$ cat config.mk
export PLATFORM = sky130hd
export DESIGN_NAME = mec_top
export DESIGN_NICKNAME = d
export VERILOG_FILES = /design/src/mec_chan.v /design/src/mec_sync.v /design/src/mec_top.v
export VERILOG_INCLUDE_DIRS = /design/src /design/src/src
export SDC_FILE = /design/constraint.sdc
export NUM_CORES = 1
export LEC_CHECK = 0
export ABC_AREA = 1
export BUFFER_PORTS_ARGS = -buffer_cell sky130_fd_sc_hd__buf_4
export CAP_MARGIN = 20
export CORE_MARGIN = 2
export CORE_UTILIZATION = 40
export CTS_BUF_LIST = sky130_fd_sc_hd__clkbuf_8
export CTS_CLUSTER_SIZE = 14
export DETAILED_ROUTE_END_ITERATION = 10
export GPL_TIMING_DRIVEN = 1
export PLACE_DENSITY_LB_ADDON = 0.05
export SETUP_SLACK_MARGIN = 0.3
export SLEW_MARGIN = 5
export SYNTH_ARGS = -nofsm -noshare
export SYNTH_HDL_FRONTEND = slang
export SYNTH_HIERARCHICAL = 1
export SYNTH_SLANG_ARGS = --single-unit
export TNS_END_PERCENT = 20
$ cat constraint.sdc
create_clock -name clk_in -period 4.1 [get_ports clk_in]
set_input_delay 0 -clock clk_in [delete_from_list [all_inputs] [get_ports clk_in]]
set_output_delay 0 -clock clk_in [all_outputs]
set_load 0.01 [all_outputs]
$ cat src/mec_defines.vh
// Constants of the multichannel event counter: offsets, fields, codes.
// Included by every design file; holds definitions only.
`ifndef MEC_DEFINES_VH
`define MEC_DEFINES_VH
`define MEC_NCH             4
`define MEC_SEL_W           2
`define MEC_ADDR_W          8
`define MEC_DATA_W          32
`define MEC_CNT_W           32
`define MEC_CFG_W           11
// Register pages: address bits [7:4] pick a page, [3:2] a channel
`define MEC_PAGE_MSB        7
`define MEC_PAGE_LSB        4
`define MEC_IDX_MSB         3
`define MEC_IDX_LSB         2
`define MEC_ADDR_CTRL       8'h00
`define MEC_ADDR_STATE_SEL  8'h04
`define MEC_ADDR_SAMPLE_DIV 8'h08
`define MEC_ADDR_STATUS     8'h0C
`define MEC_ADDR_TIMEBASE   8'h10
`define MEC_ADDR_COMBINED   8'h14
`define MEC_PAGE_CFG        4'h2
`define MEC_PAGE_COUNT      4'h3
`define MEC_PAGE_SAMPLE     4'h4
`define MEC_LANE_ALIGN      2'h0
// Control register
`define MEC_CTRL_RUN        0
// Channel configuration fields
`define MEC_EVT_MSB         1
`define MEC_EVT_LSB         0
`define MEC_RST_MSB         3
`define MEC_RST_LSB         2
`define MEC_QSEL_MSB        5
`define MEC_QSEL_LSB        4
`define MEC_QEDGE_BIT       6
`define MEC_CYC_BIT         7
`define MEC_MODE_MSB        10
`define MEC_MODE_LSB        8
// Event codes
`define MEC_EVT_RISE        2'h0
`define MEC_EVT_FALL        2'h1
`define MEC_EVT_BOTH        2'h2
`define MEC_EVT_CYCLE       2'h3
// Counter reset codes
`define MEC_RST_SAMPLE      2'h0
`define MEC_RST_QUAL        2'h1
`define MEC_RST_FREE        2'h2
// Counter modes
`define MEC_MODE_STD        3'h0
`define MEC_MODE_STD_QUAL   3'h1
`define MEC_MODE_UD_LEVEL   3'h2
`define MEC_MODE_UD_AB      3'h3
`define MEC_MODE_X1         3'h4
`define MEC_MODE_X2         3'h5
`define MEC_MODE_X4         3'h6
// Reset values
`define MEC_CFG_RESET       11'h008
`define MEC_STATE_SEL_RESET 4'hF
`define MEC_DIV_RESET       32'h0000_03E8
// Time base
`define MEC_CLK_PERIOD_NS   8
`define MEC_TICK_NS         20
`define MEC_ACC_W           5
`endif

$ cat src/mec_chan.v
// One measurement channel: event decode and its 32-bit counter.
// Assumes synchronised levels and edges, one clock domain.
`timescale 1ns/10ps
`include "mec_defines.vh"
module mec_chan #(
  parameter CNT_W = `MEC_CNT_W
) (
  input  wire                  clk_in,
  input  wire                  rst_b_in,
  input  wire                  run_in,
  input  wire                  start_in,
  input  wire                  sample_in,
  input  wire [`MEC_CFG_W-1:0] cfg_in,
  input  wire                  meas_lvl_in,
  input  wire                  meas_rise_in,
  input  wire                  meas_fall_in,
  input  wire                  qual_lvl_in,
  input  wire                  qual_rise_in,
  input  wire                  qual_fall_in,
  output reg  [CNT_W-1:0]      count_out
);
  wire [1:0] evt  = cfg_in[`MEC_EVT_MSB:`MEC_EVT_LSB];
  wire [1:0] rmod = cfg_in[`MEC_RST_MSB:`MEC_RST_LSB];
  wire [2:0] mode = cfg_in[`MEC_MODE_MSB:`MEC_MODE_LSB];
  wire       meas_edge = meas_rise_in | meas_fall_in;
  wire       differ    = meas_lvl_in ^ qual_lvl_in;
  reg        armed;
  reg        next_armed;
  reg        ev;
  reg        qual_clr;
  reg  [1:0] up_n;
  reg  [1:0] dn_n;
  reg        clr;
  reg  [CNT_W-1:0] next_count;
  always @*
  begin
    ev = 1'b0;
    next_armed = armed;
    qual_clr = 1'b0;
    up_n = 2'h0;
    dn_n = 2'h0;
    case (evt)
      `MEC_EVT_RISE: ev = meas_rise_in;
      `MEC_EVT_FALL: ev = meas_fall_in;
      `MEC_EVT_BOTH: ev = meas_edge;
      default:
      begin
        // Period ends on next start edge
        if (cfg_in[`MEC_CYC_BIT] ? meas_fall_in : meas_rise_in)
        begin
          if (armed)
            ev = 1'b1;
          next_armed = 1'b1;
        end
      end
    endcase
    case (mode)
      `MEC_MODE_STD_QUAL:
        up_n = {1'b0, ev};
      `MEC_MODE_UD_LEVEL:
      begin
        up_n = {1'b0, ev & qual_lvl_in};
        dn_n = {1'b0, ev & ~qual_lvl_in};
      end
      `MEC_MODE_UD_AB:
      begin
        up_n = {1'b0, meas_rise_in};
        dn_n = {1'b0, qual_rise_in};
      end
      `MEC_MODE_X1:
      begin
        up_n = {1'b0, meas_rise_in & differ};
        dn_n = {1'b0, meas_rise_in & ~differ};
      end
      `MEC_MODE_X2:
      begin
        up_n = {1'b0, meas_edge & differ};
        dn_n = {1'b0, meas_edge & ~differ};
      end
      `MEC_MODE_X4:
      begin
        up_n = {1'b0, meas_edge & differ} + {1'b0, (qual_rise_in | qual_fall_in) & ~differ};
        dn_n = {1'b0, meas_edge & ~differ} + {1'b0, (qual_rise_in | qual_fall_in) & differ};
      end
      // Standard: up only, own input only
      default:
        up_n = {1'b0, ev};
    endcase
    // Qualifier edge clear, MEC_MODE_STD_QUAL and MEC_MODE_UD_LEVEL only
    if (rmod == `MEC_RST_QUAL &&
        (mode == `MEC_MODE_STD_QUAL || mode == `MEC_MODE_UD_LEVEL))
      qual_clr = cfg_in[`MEC_QEDGE_BIT] ? qual_fall_in : qual_rise_in;
    if (!run_in)
    begin
      up_n = 2'h0;
      dn_n = 2'h0;
      qual_clr = 1'b0;
    end
    // Per-sample clear; free run clears only at start
    clr = start_in | qual_clr | (sample_in & (rmod == `MEC_RST_SAMPLE));
    // Modulo add: wraps instead of saturating
    next_count = (clr ? {CNT_W{1'b0}} : count_out) + {{(CNT_W-2){1'b0}}, up_n}
                 - {{(CNT_W-2){1'b0}}, dn_n};
    if (start_in)
      next_armed = 1'b0;
  end
  always @(posedge clk_in or negedge rst_b_in)
  begin
    if (!rst_b_in)
    begin
      count_out <= {CNT_W{1'b0}};
      armed     <= 1'b0;
    end
    else
    begin
      count_out <= next_count;
      armed     <= next_armed;
    end
  end
endmodule // mec_chan

$ cat src/mec_sync.v
// Input synchroniser with edge detection for a group of pins.
// Assumes asynchronous pin levels; edges come from the second stage.
`timescale 1ns/10ps
`include "mec_defines.vh"
module mec_sync #(
  parameter WIDTH = `MEC_NCH
) (
  input  wire             clk_in,
  input  wire             rst_b_in,
  input  wire [WIDTH-1:0] pin_in,
  output reg  [WIDTH-1:0] lvl_out,
  output wire [WIDTH-1:0] rise_out,
  output wire [WIDTH-1:0] fall_out
);
  reg [WIDTH-1:0] meta;
  reg [WIDTH-1:0] prev;
  always @(posedge clk_in or negedge rst_b_in)
  begin
    if (!rst_b_in)
    begin
      meta    <= {WIDTH{1'b0}};
      lvl_out <= {WIDTH{1'b0}};
      prev    <= {WIDTH{1'b0}};
    end
    else
    begin
      meta    <= pin_in;
      lvl_out <= meta;
      prev    <= lvl_out;
    end
  end
  assign rise_out = lvl_out & ~prev;
  assign fall_out = ~lvl_out & prev;
endmodule // mec_sync

$ cat src/mec_top.v
// Four-channel event counter with sampled state byte and register port.
// Assumes asynchronous sensor pins and a single-cycle register master.
//
// Strobed register access and the register addresses were chosen for this implementation.
`timescale 1ns/10ps
`include "mec_defines.vh"
module mec_top #(
  parameter NCH   = `MEC_NCH,
  parameter CNT_W = `MEC_CNT_W
) (
  input  wire                   clk_in,
  input  wire                   rst_b_in,
  input  wire [NCH-1:0]         sensor_in,
  input  wire [`MEC_ADDR_W-1:0] addr_in,
  input  wire [`MEC_DATA_W-1:0] wr_data_in,
  input  wire                   wr_in,
  input  wire                   rd_in,
  output reg  [`MEC_DATA_W-1:0] rd_data_out,
  output reg  [7:0]             combined_state_byte_out,
  output reg                    sample_point_out
);
  localparam [`MEC_ACC_W-1:0] ACC_STEP = `MEC_CLK_PERIOD_NS;
  localparam [`MEC_ACC_W-1:0] ACC_WRAP = `MEC_TICK_NS;

  // Synchronised levels and edges
  wire [NCH-1:0] lvl;
  wire [NCH-1:0] rise;
  wire [NCH-1:0] fall;

  // Software state
  reg                   run;
  reg                   run_q;
  reg  [NCH-1:0]        state_sel;
  reg  [CNT_W-1:0]      sample_div;
  reg  [`MEC_CFG_W-1:0] cfg_mem [0:NCH-1];
  reg  [CNT_W-1:0]      sample_mem [0:NCH-1];

  // Sampling and time base
  reg  [CNT_W-1:0]      div_cnt;
  reg  [CNT_W-1:0]      timebase;
  reg  [`MEC_ACC_W-1:0] acc;
  reg  [`MEC_ACC_W-1:0] next_acc;
  reg                   tick;

  wire [CNT_W-1:0]      count_w [0:NCH-1];
  wire [`MEC_CFG_W*NCH-1:0] eff_cfg;
  wire                  run_start = run & ~run_q;
  wire [`MEC_PAGE_MSB-`MEC_PAGE_LSB:0] page = addr_in[`MEC_PAGE_MSB:`MEC_PAGE_LSB];
  wire [`MEC_SEL_W-1:0] idx = addr_in[`MEC_IDX_MSB:`MEC_IDX_LSB];
  wire                  aligned = (addr_in[1:0] == `MEC_LANE_ALIGN);
  reg  [`MEC_DATA_W-1:0] next_rd_data;

  // Pins pass two flops before any use
  mec_sync #(
    .WIDTH (NCH)
  ) u_sync (
    .clk_in   (clk_in),
    .rst_b_in (rst_b_in),
    .pin_in   (sensor_in),
    .lvl_out  (lvl),
    .rise_out (rise),
    .fall_out (fall)
  );

  genvar g;
  generate
    for (g = 0; g < NCH; g = g + 1)
    begin : g_chan
      wire [`MEC_CFG_W-1:0] raw = cfg_mem[g];
      wire [2:0]            md  = raw[`MEC_MODE_MSB:`MEC_MODE_LSB];
      wire [`MEC_SEL_W-1:0] qs  = raw[`MEC_QSEL_MSB:`MEC_QSEL_LSB];
      wire                  xq  = (md == `MEC_MODE_X1) || (md == `MEC_MODE_X2) ||
                                  (md == `MEC_MODE_X4);
      // Quadrature: reset only per sample or free
      wire [1:0]            rm  = (xq && raw[`MEC_RST_MSB:`MEC_RST_LSB] == `MEC_RST_QUAL) ?
                                  `MEC_RST_FREE : raw[`MEC_RST_MSB:`MEC_RST_LSB];
      assign eff_cfg[g*`MEC_CFG_W +: `MEC_CFG_W] =
        {md, raw[`MEC_CYC_BIT:`MEC_QSEL_LSB], rm, raw[`MEC_EVT_MSB:`MEC_EVT_LSB]};
      mec_chan #(
        .CNT_W (CNT_W)
      ) u_chan (
        .clk_in       (clk_in),
        .rst_b_in     (rst_b_in),
        .run_in       (run),
        .start_in     (run_start),
        .sample_in    (sample_point_out),
        .cfg_in       (eff_cfg[g*`MEC_CFG_W +: `MEC_CFG_W]),
        .meas_lvl_in  (lvl[g]),
        .meas_rise_in (rise[g]),
        .meas_fall_in (fall[g]),
        .qual_lvl_in  (lvl[qs]),
        .qual_rise_in (rise[qs]),
        .qual_fall_in (fall[qs]),
        .count_out    (count_w[g])
      );
    end
  endgenerate

  // Register writes; read-only pages ignore writes
  integer i;
  integer j;
  always @(posedge clk_in or negedge rst_b_in)
  begin
    if (!rst_b_in)
    begin
      run        <= 1'b0;
      state_sel  <= `MEC_STATE_SEL_RESET;
      sample_div <= `MEC_DIV_RESET;
      for (i = 0; i < NCH; i = i + 1)
        cfg_mem[i] <= `MEC_CFG_RESET;
    end
    else if (wr_in && aligned)
    begin
      if (addr_in == `MEC_ADDR_CTRL)
        run <= wr_data_in[`MEC_CTRL_RUN];
      else if (addr_in == `MEC_ADDR_STATE_SEL)
        state_sel <= wr_data_in[NCH-1:0];
      else if (addr_in == `MEC_ADDR_SAMPLE_DIV)
        sample_div <= wr_data_in[CNT_W-1:0];
      else if (page == `MEC_PAGE_CFG)
        cfg_mem[idx] <= wr_data_in[`MEC_CFG_W-1:0];
    end
  end

  // Sampling point generator; a zero divisor acts as one
  always @(posedge clk_in or negedge rst_b_in)
  begin
    if (!rst_b_in)
    begin
      run_q            <= 1'b0;
      div_cnt          <= {CNT_W{1'b0}};
      sample_point_out <= 1'b0;
    end
    else
    begin
      run_q <= run;
      if (!run || run_start)
      begin
        div_cnt          <= {CNT_W{1'b0}};
        sample_point_out <= 1'b0;
      end
      else if (div_cnt + {{(CNT_W-1){1'b0}}, 1'b1} >= sample_div)
      begin
        div_cnt          <= {CNT_W{1'b0}};
        sample_point_out <= 1'b1;
      end
      else
      begin
        div_cnt          <= div_cnt + {{(CNT_W-1){1'b0}}, 1'b1};
        sample_point_out <= 1'b0;
      end
    end
  end

  // Capture results at each sampling point
  always @(posedge clk_in or negedge rst_b_in)
  begin
    if (!rst_b_in)
    begin
      combined_state_byte_out <= 8'h00;
      for (j = 0; j < NCH; j = j + 1)
        sample_mem[j] <= {CNT_W{1'b0}};
    end
    else if (sample_point_out)
    begin
      // Masked levels, channel 1 in bit 0
      combined_state_byte_out <= {{(8-NCH){1'b0}}, lvl & state_sel};
      for (j = 0; j < NCH; j = j + 1)
        sample_mem[j] <= count_w[j];
    end
  end

  // Fractional accumulator: 8 ns steps average one tick per 20 ns
  always @*
  begin
    if (acc + ACC_STEP >= ACC_WRAP)
      next_acc = acc + ACC_STEP - ACC_WRAP;
    else
      next_acc = acc + ACC_STEP;
  end

  // Time base counts 20 ns units, wraps
  always @(posedge clk_in or negedge rst_b_in)
  begin
    if (!rst_b_in)
    begin
      acc      <= {`MEC_ACC_W{1'b0}};
      tick     <= 1'b0;
      timebase <= {CNT_W{1'b0}};
    end
    else
    begin
      acc  <= next_acc;
      tick <= (acc + ACC_STEP >= ACC_WRAP);
      if (run_start)
        timebase <= {CNT_W{1'b0}};
      else if (run && tick)
        timebase <= timebase + {{(CNT_W-1){1'b0}}, 1'b1};
    end
  end

  // Read decode; unmapped or misaligned reads return zero
  always @*
  begin
    next_rd_data = {`MEC_DATA_W{1'b0}};
    if (!aligned)
      next_rd_data = {`MEC_DATA_W{1'b0}};
    else if (addr_in == `MEC_ADDR_CTRL)
      next_rd_data[`MEC_CTRL_RUN] = run;
    else if (addr_in == `MEC_ADDR_STATE_SEL)
      next_rd_data[NCH-1:0] = state_sel;
    else if (addr_in == `MEC_ADDR_SAMPLE_DIV)
      next_rd_data = sample_div;
    else if (addr_in == `MEC_ADDR_STATUS)
      next_rd_data[NCH-1:0] = lvl;
    else if (addr_in == `MEC_ADDR_TIMEBASE)
      next_rd_data = timebase;
    else if (addr_in == `MEC_ADDR_COMBINED)
      next_rd_data[7:0] = combined_state_byte_out;
    else if (page == `MEC_PAGE_CFG)
      next_rd_data[`MEC_CFG_W-1:0] = cfg_mem[idx];
    else if (page == `MEC_PAGE_COUNT)
      next_rd_data = count_w[idx];
    else if (page == `MEC_PAGE_SAMPLE)
      next_rd_data = sample_mem[idx];
  end

  // Data stands only in the cycle after the strobe
  always @(posedge clk_in or negedge rst_b_in)
  begin
    if (!rst_b_in)
      rd_data_out <= {`MEC_DATA_W{1'b0}};
    else if (rd_in)
      rd_data_out <= next_rd_data;
    else
      rd_data_out <= {`MEC_DATA_W{1'b0}};
  end
endmodule // mec_top

==> impl_metrics.tcl <==
set metrics [dict create \
    core-area_um2 83700 \
    cp_max_fo 8 \
    worst_path_max_delay_cell "fa_1" \
    dieArea_um2 86900 \
    viasPerCell 4.88 \
    fp.dieW_um 295 \
    grt_use_met3_pct 3.60 \
    rows 106 \
    tightestPinTransition_ns 1.13 \
    fmax_mhz 275 \
    final_util_pct 46.3 \
    routed_wl_um 115000 \
    hold_path.class "in2reg" \
    dp_hpwl_um 89000 \
    grt_max_degree 95 \
    crit_path_max_incr_delay_ns 0.53 \
    yosys_warnings 6 \
    synth_fa_ha_area_share_pct 6.58 \
    num-fill-cells 8750 \
    drt_iter0_drc 2159 \
    status "completed" \
    synth_edf_count 0 \
    maxSlewViolCount 0 \
    final_layout_size_suffix_gt1_share_pct 14.1 \
    grt_pass1_wl_um 176000 \
    fin_tns_setup_ns 0 \
    syn_avg_cell_area_um2 6.83 \
    synthMuxAreaShare_pct 3.69 \
    cts_tree "yes" \
    hold_violations 0 \
    die_height_um 295 \
    maxCapViolations 0 \
    first_global_vias 30200 \
    worst-path-buf-inv 5 \
    crit_top_cell "nand2_1" \
    grt_use_met2_pct 44.3 \
    drc 0 \
    area_delta_synth_final_pct 14.5 \
    initial_core_util_pct 40.4 \
    synth_cell_type_count 53 \
    grt_util_met1_pct 35.3 \
    required_ns 4.69 \
    start_kind "register" \
    clk_latency_ns 0.73 \
    finalNetCount 5379 \
    p_per_area_nw_per_um2 730 \
    synth-seq-cells 459 \
    overflow 0 \
    clockBufferDepth 3 \
    arrival_ns 4.22 \
    synthFlopType "dfrtp_1" \
    synth_top_area_share_pct 32.9 \
    finalCritPeriodShare_pct 88.6 \
    p_total_uw 28300 \
    relSlewSlack_pct 24.3 \
    peakVddDrop_uv 480 \
    syn_inst 4951 \
    path_clk_slew_ns 0.06 \
    busiest_layer "met2" \
    mostFrequentLayoutCell "nand2_1" \
    drt-wirelength-per-cell_um 18.0 \
    final_antenna_net_count 0 \
    pin_count 89 \
    synth_compound_area_share_pct 7.92 \
    synth_seq_area_share_pct 34.0 \
    layout_common_cells "nand2_1, inv_1, nor2_1" \
    rsz0062_at_grt "true" \
    grt.total_usage_pct 26.6 \
    endpoint_kind "register" \
    synthXorXnorAreaFrac_pct 2.15 \
    synth_top_family_by_area "simple AND/OR/NAND/NOR gates" \
    synth_simple_gate_area_share_pct 33.8 \
    cts_max_level 3 \
    path_class "reg2reg" \
    drt_pass1_iterations 5 \
    critPathTopFamily "simple AND/OR/NAND/NOR gates" \
    cts.sink_count 459 \
    finalCriticalPeriod_ns 3.63 \
    gp_congestion 0.898 \
    synthesis.area_um2 33800 \
    yosysTopAreaCell "dfrtp_1" \
    portBuffers 84 \
    via_count 31000 \
    async_flop_share_pct 100 \
    fin_skew_ns 0.0351 \
    clockRootBuffer "clkbuf_8" \
    cts_buffers 90 \
    p_leak_uw 0.0211 \
    finalSetupViolations 0 \
    synth_area_leaders "dfrtp_1, nand2_1, inv_1, ha_1, nor2_1" \
    antenna_found_initial 4 \
]
-- report_power, final --
part           internal (uW)  leakage (uW)  switching, uW  total, uW
Clock                   2750       0.00111           2300       5050
Sequential              5420       0.00593           1410       6830
Combinational           5560        0.0141          10800      16400
Total                  13700        0.0211          14600      28300
-- tightest hold or removal path: cells and delay by family --
kind	cells	cell delay, ns
buffers and inverters	2	0.63
AOI/OAI and AO/OA	1	0.10
and+or+nand+nor	1	0.04
-- cell type report --
| cell class | count | area [um2] | area share [%] |
|---|---|---|---|
| inverters | 877 | 3320 | 8.56 |
| clock buffers | 112 | 1540 | 3.98 |
| clock inverters | 55 | 405 | 1.05 |
| diodes | 1 | 2.50 | 0.00646 |
| repair buffers | 218 | 1920 | 4.96 |
| well taps | 1134 | 1420 | 3.66 |
| multi-input cells | 3512 | 18600 | 48.1 |
| flip-flops and latches | 459 | 11500 | 29.7 |
-- cells in the mapped netlist, types with 36 or more instances --
library cell  count
nand3_1         164
dfrtp_1         445
a21oi_1         227
ha_1            165
nand2_2          51
xor2_1           77
mux2_2          111
inv_2            47
nor3_1           54
nand4_1          90
o21ai_1          38
inv_1           826
nand2_1        1548
nor2_1          534
nor2_2           36
buf_2            39
o21ai_0         177
nand2_4          70
-- timing repair --
action | 4_1_cts | 5_1_grt
setup buffers | 2 | 8
pin swaps | 0 | 12
hold buffers | 47 | 0
resized for setup | 5 | 66
endpoints found under the setup margin | 14 | 94
cloned | 0 | 0
endpoints found under the hold margin | 512 | 0
-- layer usage --
layer / vias to the layer above / routed length, um
li1: 15800 / -
met1: 14400 / 51800
met2: 701 / 53500
met3: 198 / 5230
met4: 0 / 4160
met5: - / 0
-- registers in the layout, indices dropped and copies added, names as in the netlist --
register / count
rd_data_out: 32
sample_point_out: 1
tick: 1
u_sync/lvl_out: 4
state_sel: 4
sample_mem: 128
u_sync/prev: 4
div_cnt: 32
sample_div: 32
combined_state_byte_out: 4
g_chan.u_chan/count_out: 128
g_chan.raw: 44
u_sync/meta: 4
run_q: 1
timebase: 32
acc: 3
g_chan.u_chan/armed: 4
run: 1
-- stage by stage --
step           area [um2]  setup slack (ns)  std cells  hold WS, ns
4_1_cts             38400             0.279       6358      0.00149
3_3_place_gp        36000             0.225       6142       0.0937
6_report            38800             0.469       6368       0.0771
2_1_floorplan       33800             0.809       4954       -0.296
5_1_grt             38800             0.264       6368       0.0641
3_5_place_dp        36000             0.191       6142        0.103
-- kinds of logic (layout without fill, tap and decap cells) --
| kind of cell | Yosys count | after routing |
|---|---|---|
| and+or+nand+nor | 2627 | 2627 |
| buffers and inverters | 983 | 1262 |
| muxes | 111 | 111 |
| other | 9 | 13 |
| DFF | 459 | 459 |
| adders and majority gates | 173 | 173 |
| xor gates and xnor gates | 83 | 83 |
| AOI/OAI and AO/OA | 506 | 506 |
-- path summary, 6_finish.rpt --
check / depth (start not counted) / endpoint / slack, ns / from
setup / recovery: 25 / g_chan[0].u_chan/count_out[31] / 0.47 / u_sync/lvl_out[2]
hold / removal: 4 / sample_div[25] / 0.08 / wr_data_in[25]
setup reg to reg: 25 / g_chan[0].u_chan/count_out[31] / 0.47 / u_sync/lvl_out[2]
hold reg to reg: 0 / u_sync/lvl_out[2] / 0.39 / u_sync/meta[2]
max in group asynchronous: 4 / sample_mem[116] / 3.00 / rst_b_in
min in group asynchronous: 3 / g_chan[3].raw[3] / 0.49 / rst_b_in
No activity file was read; power rests on OpenSTA's default activity.
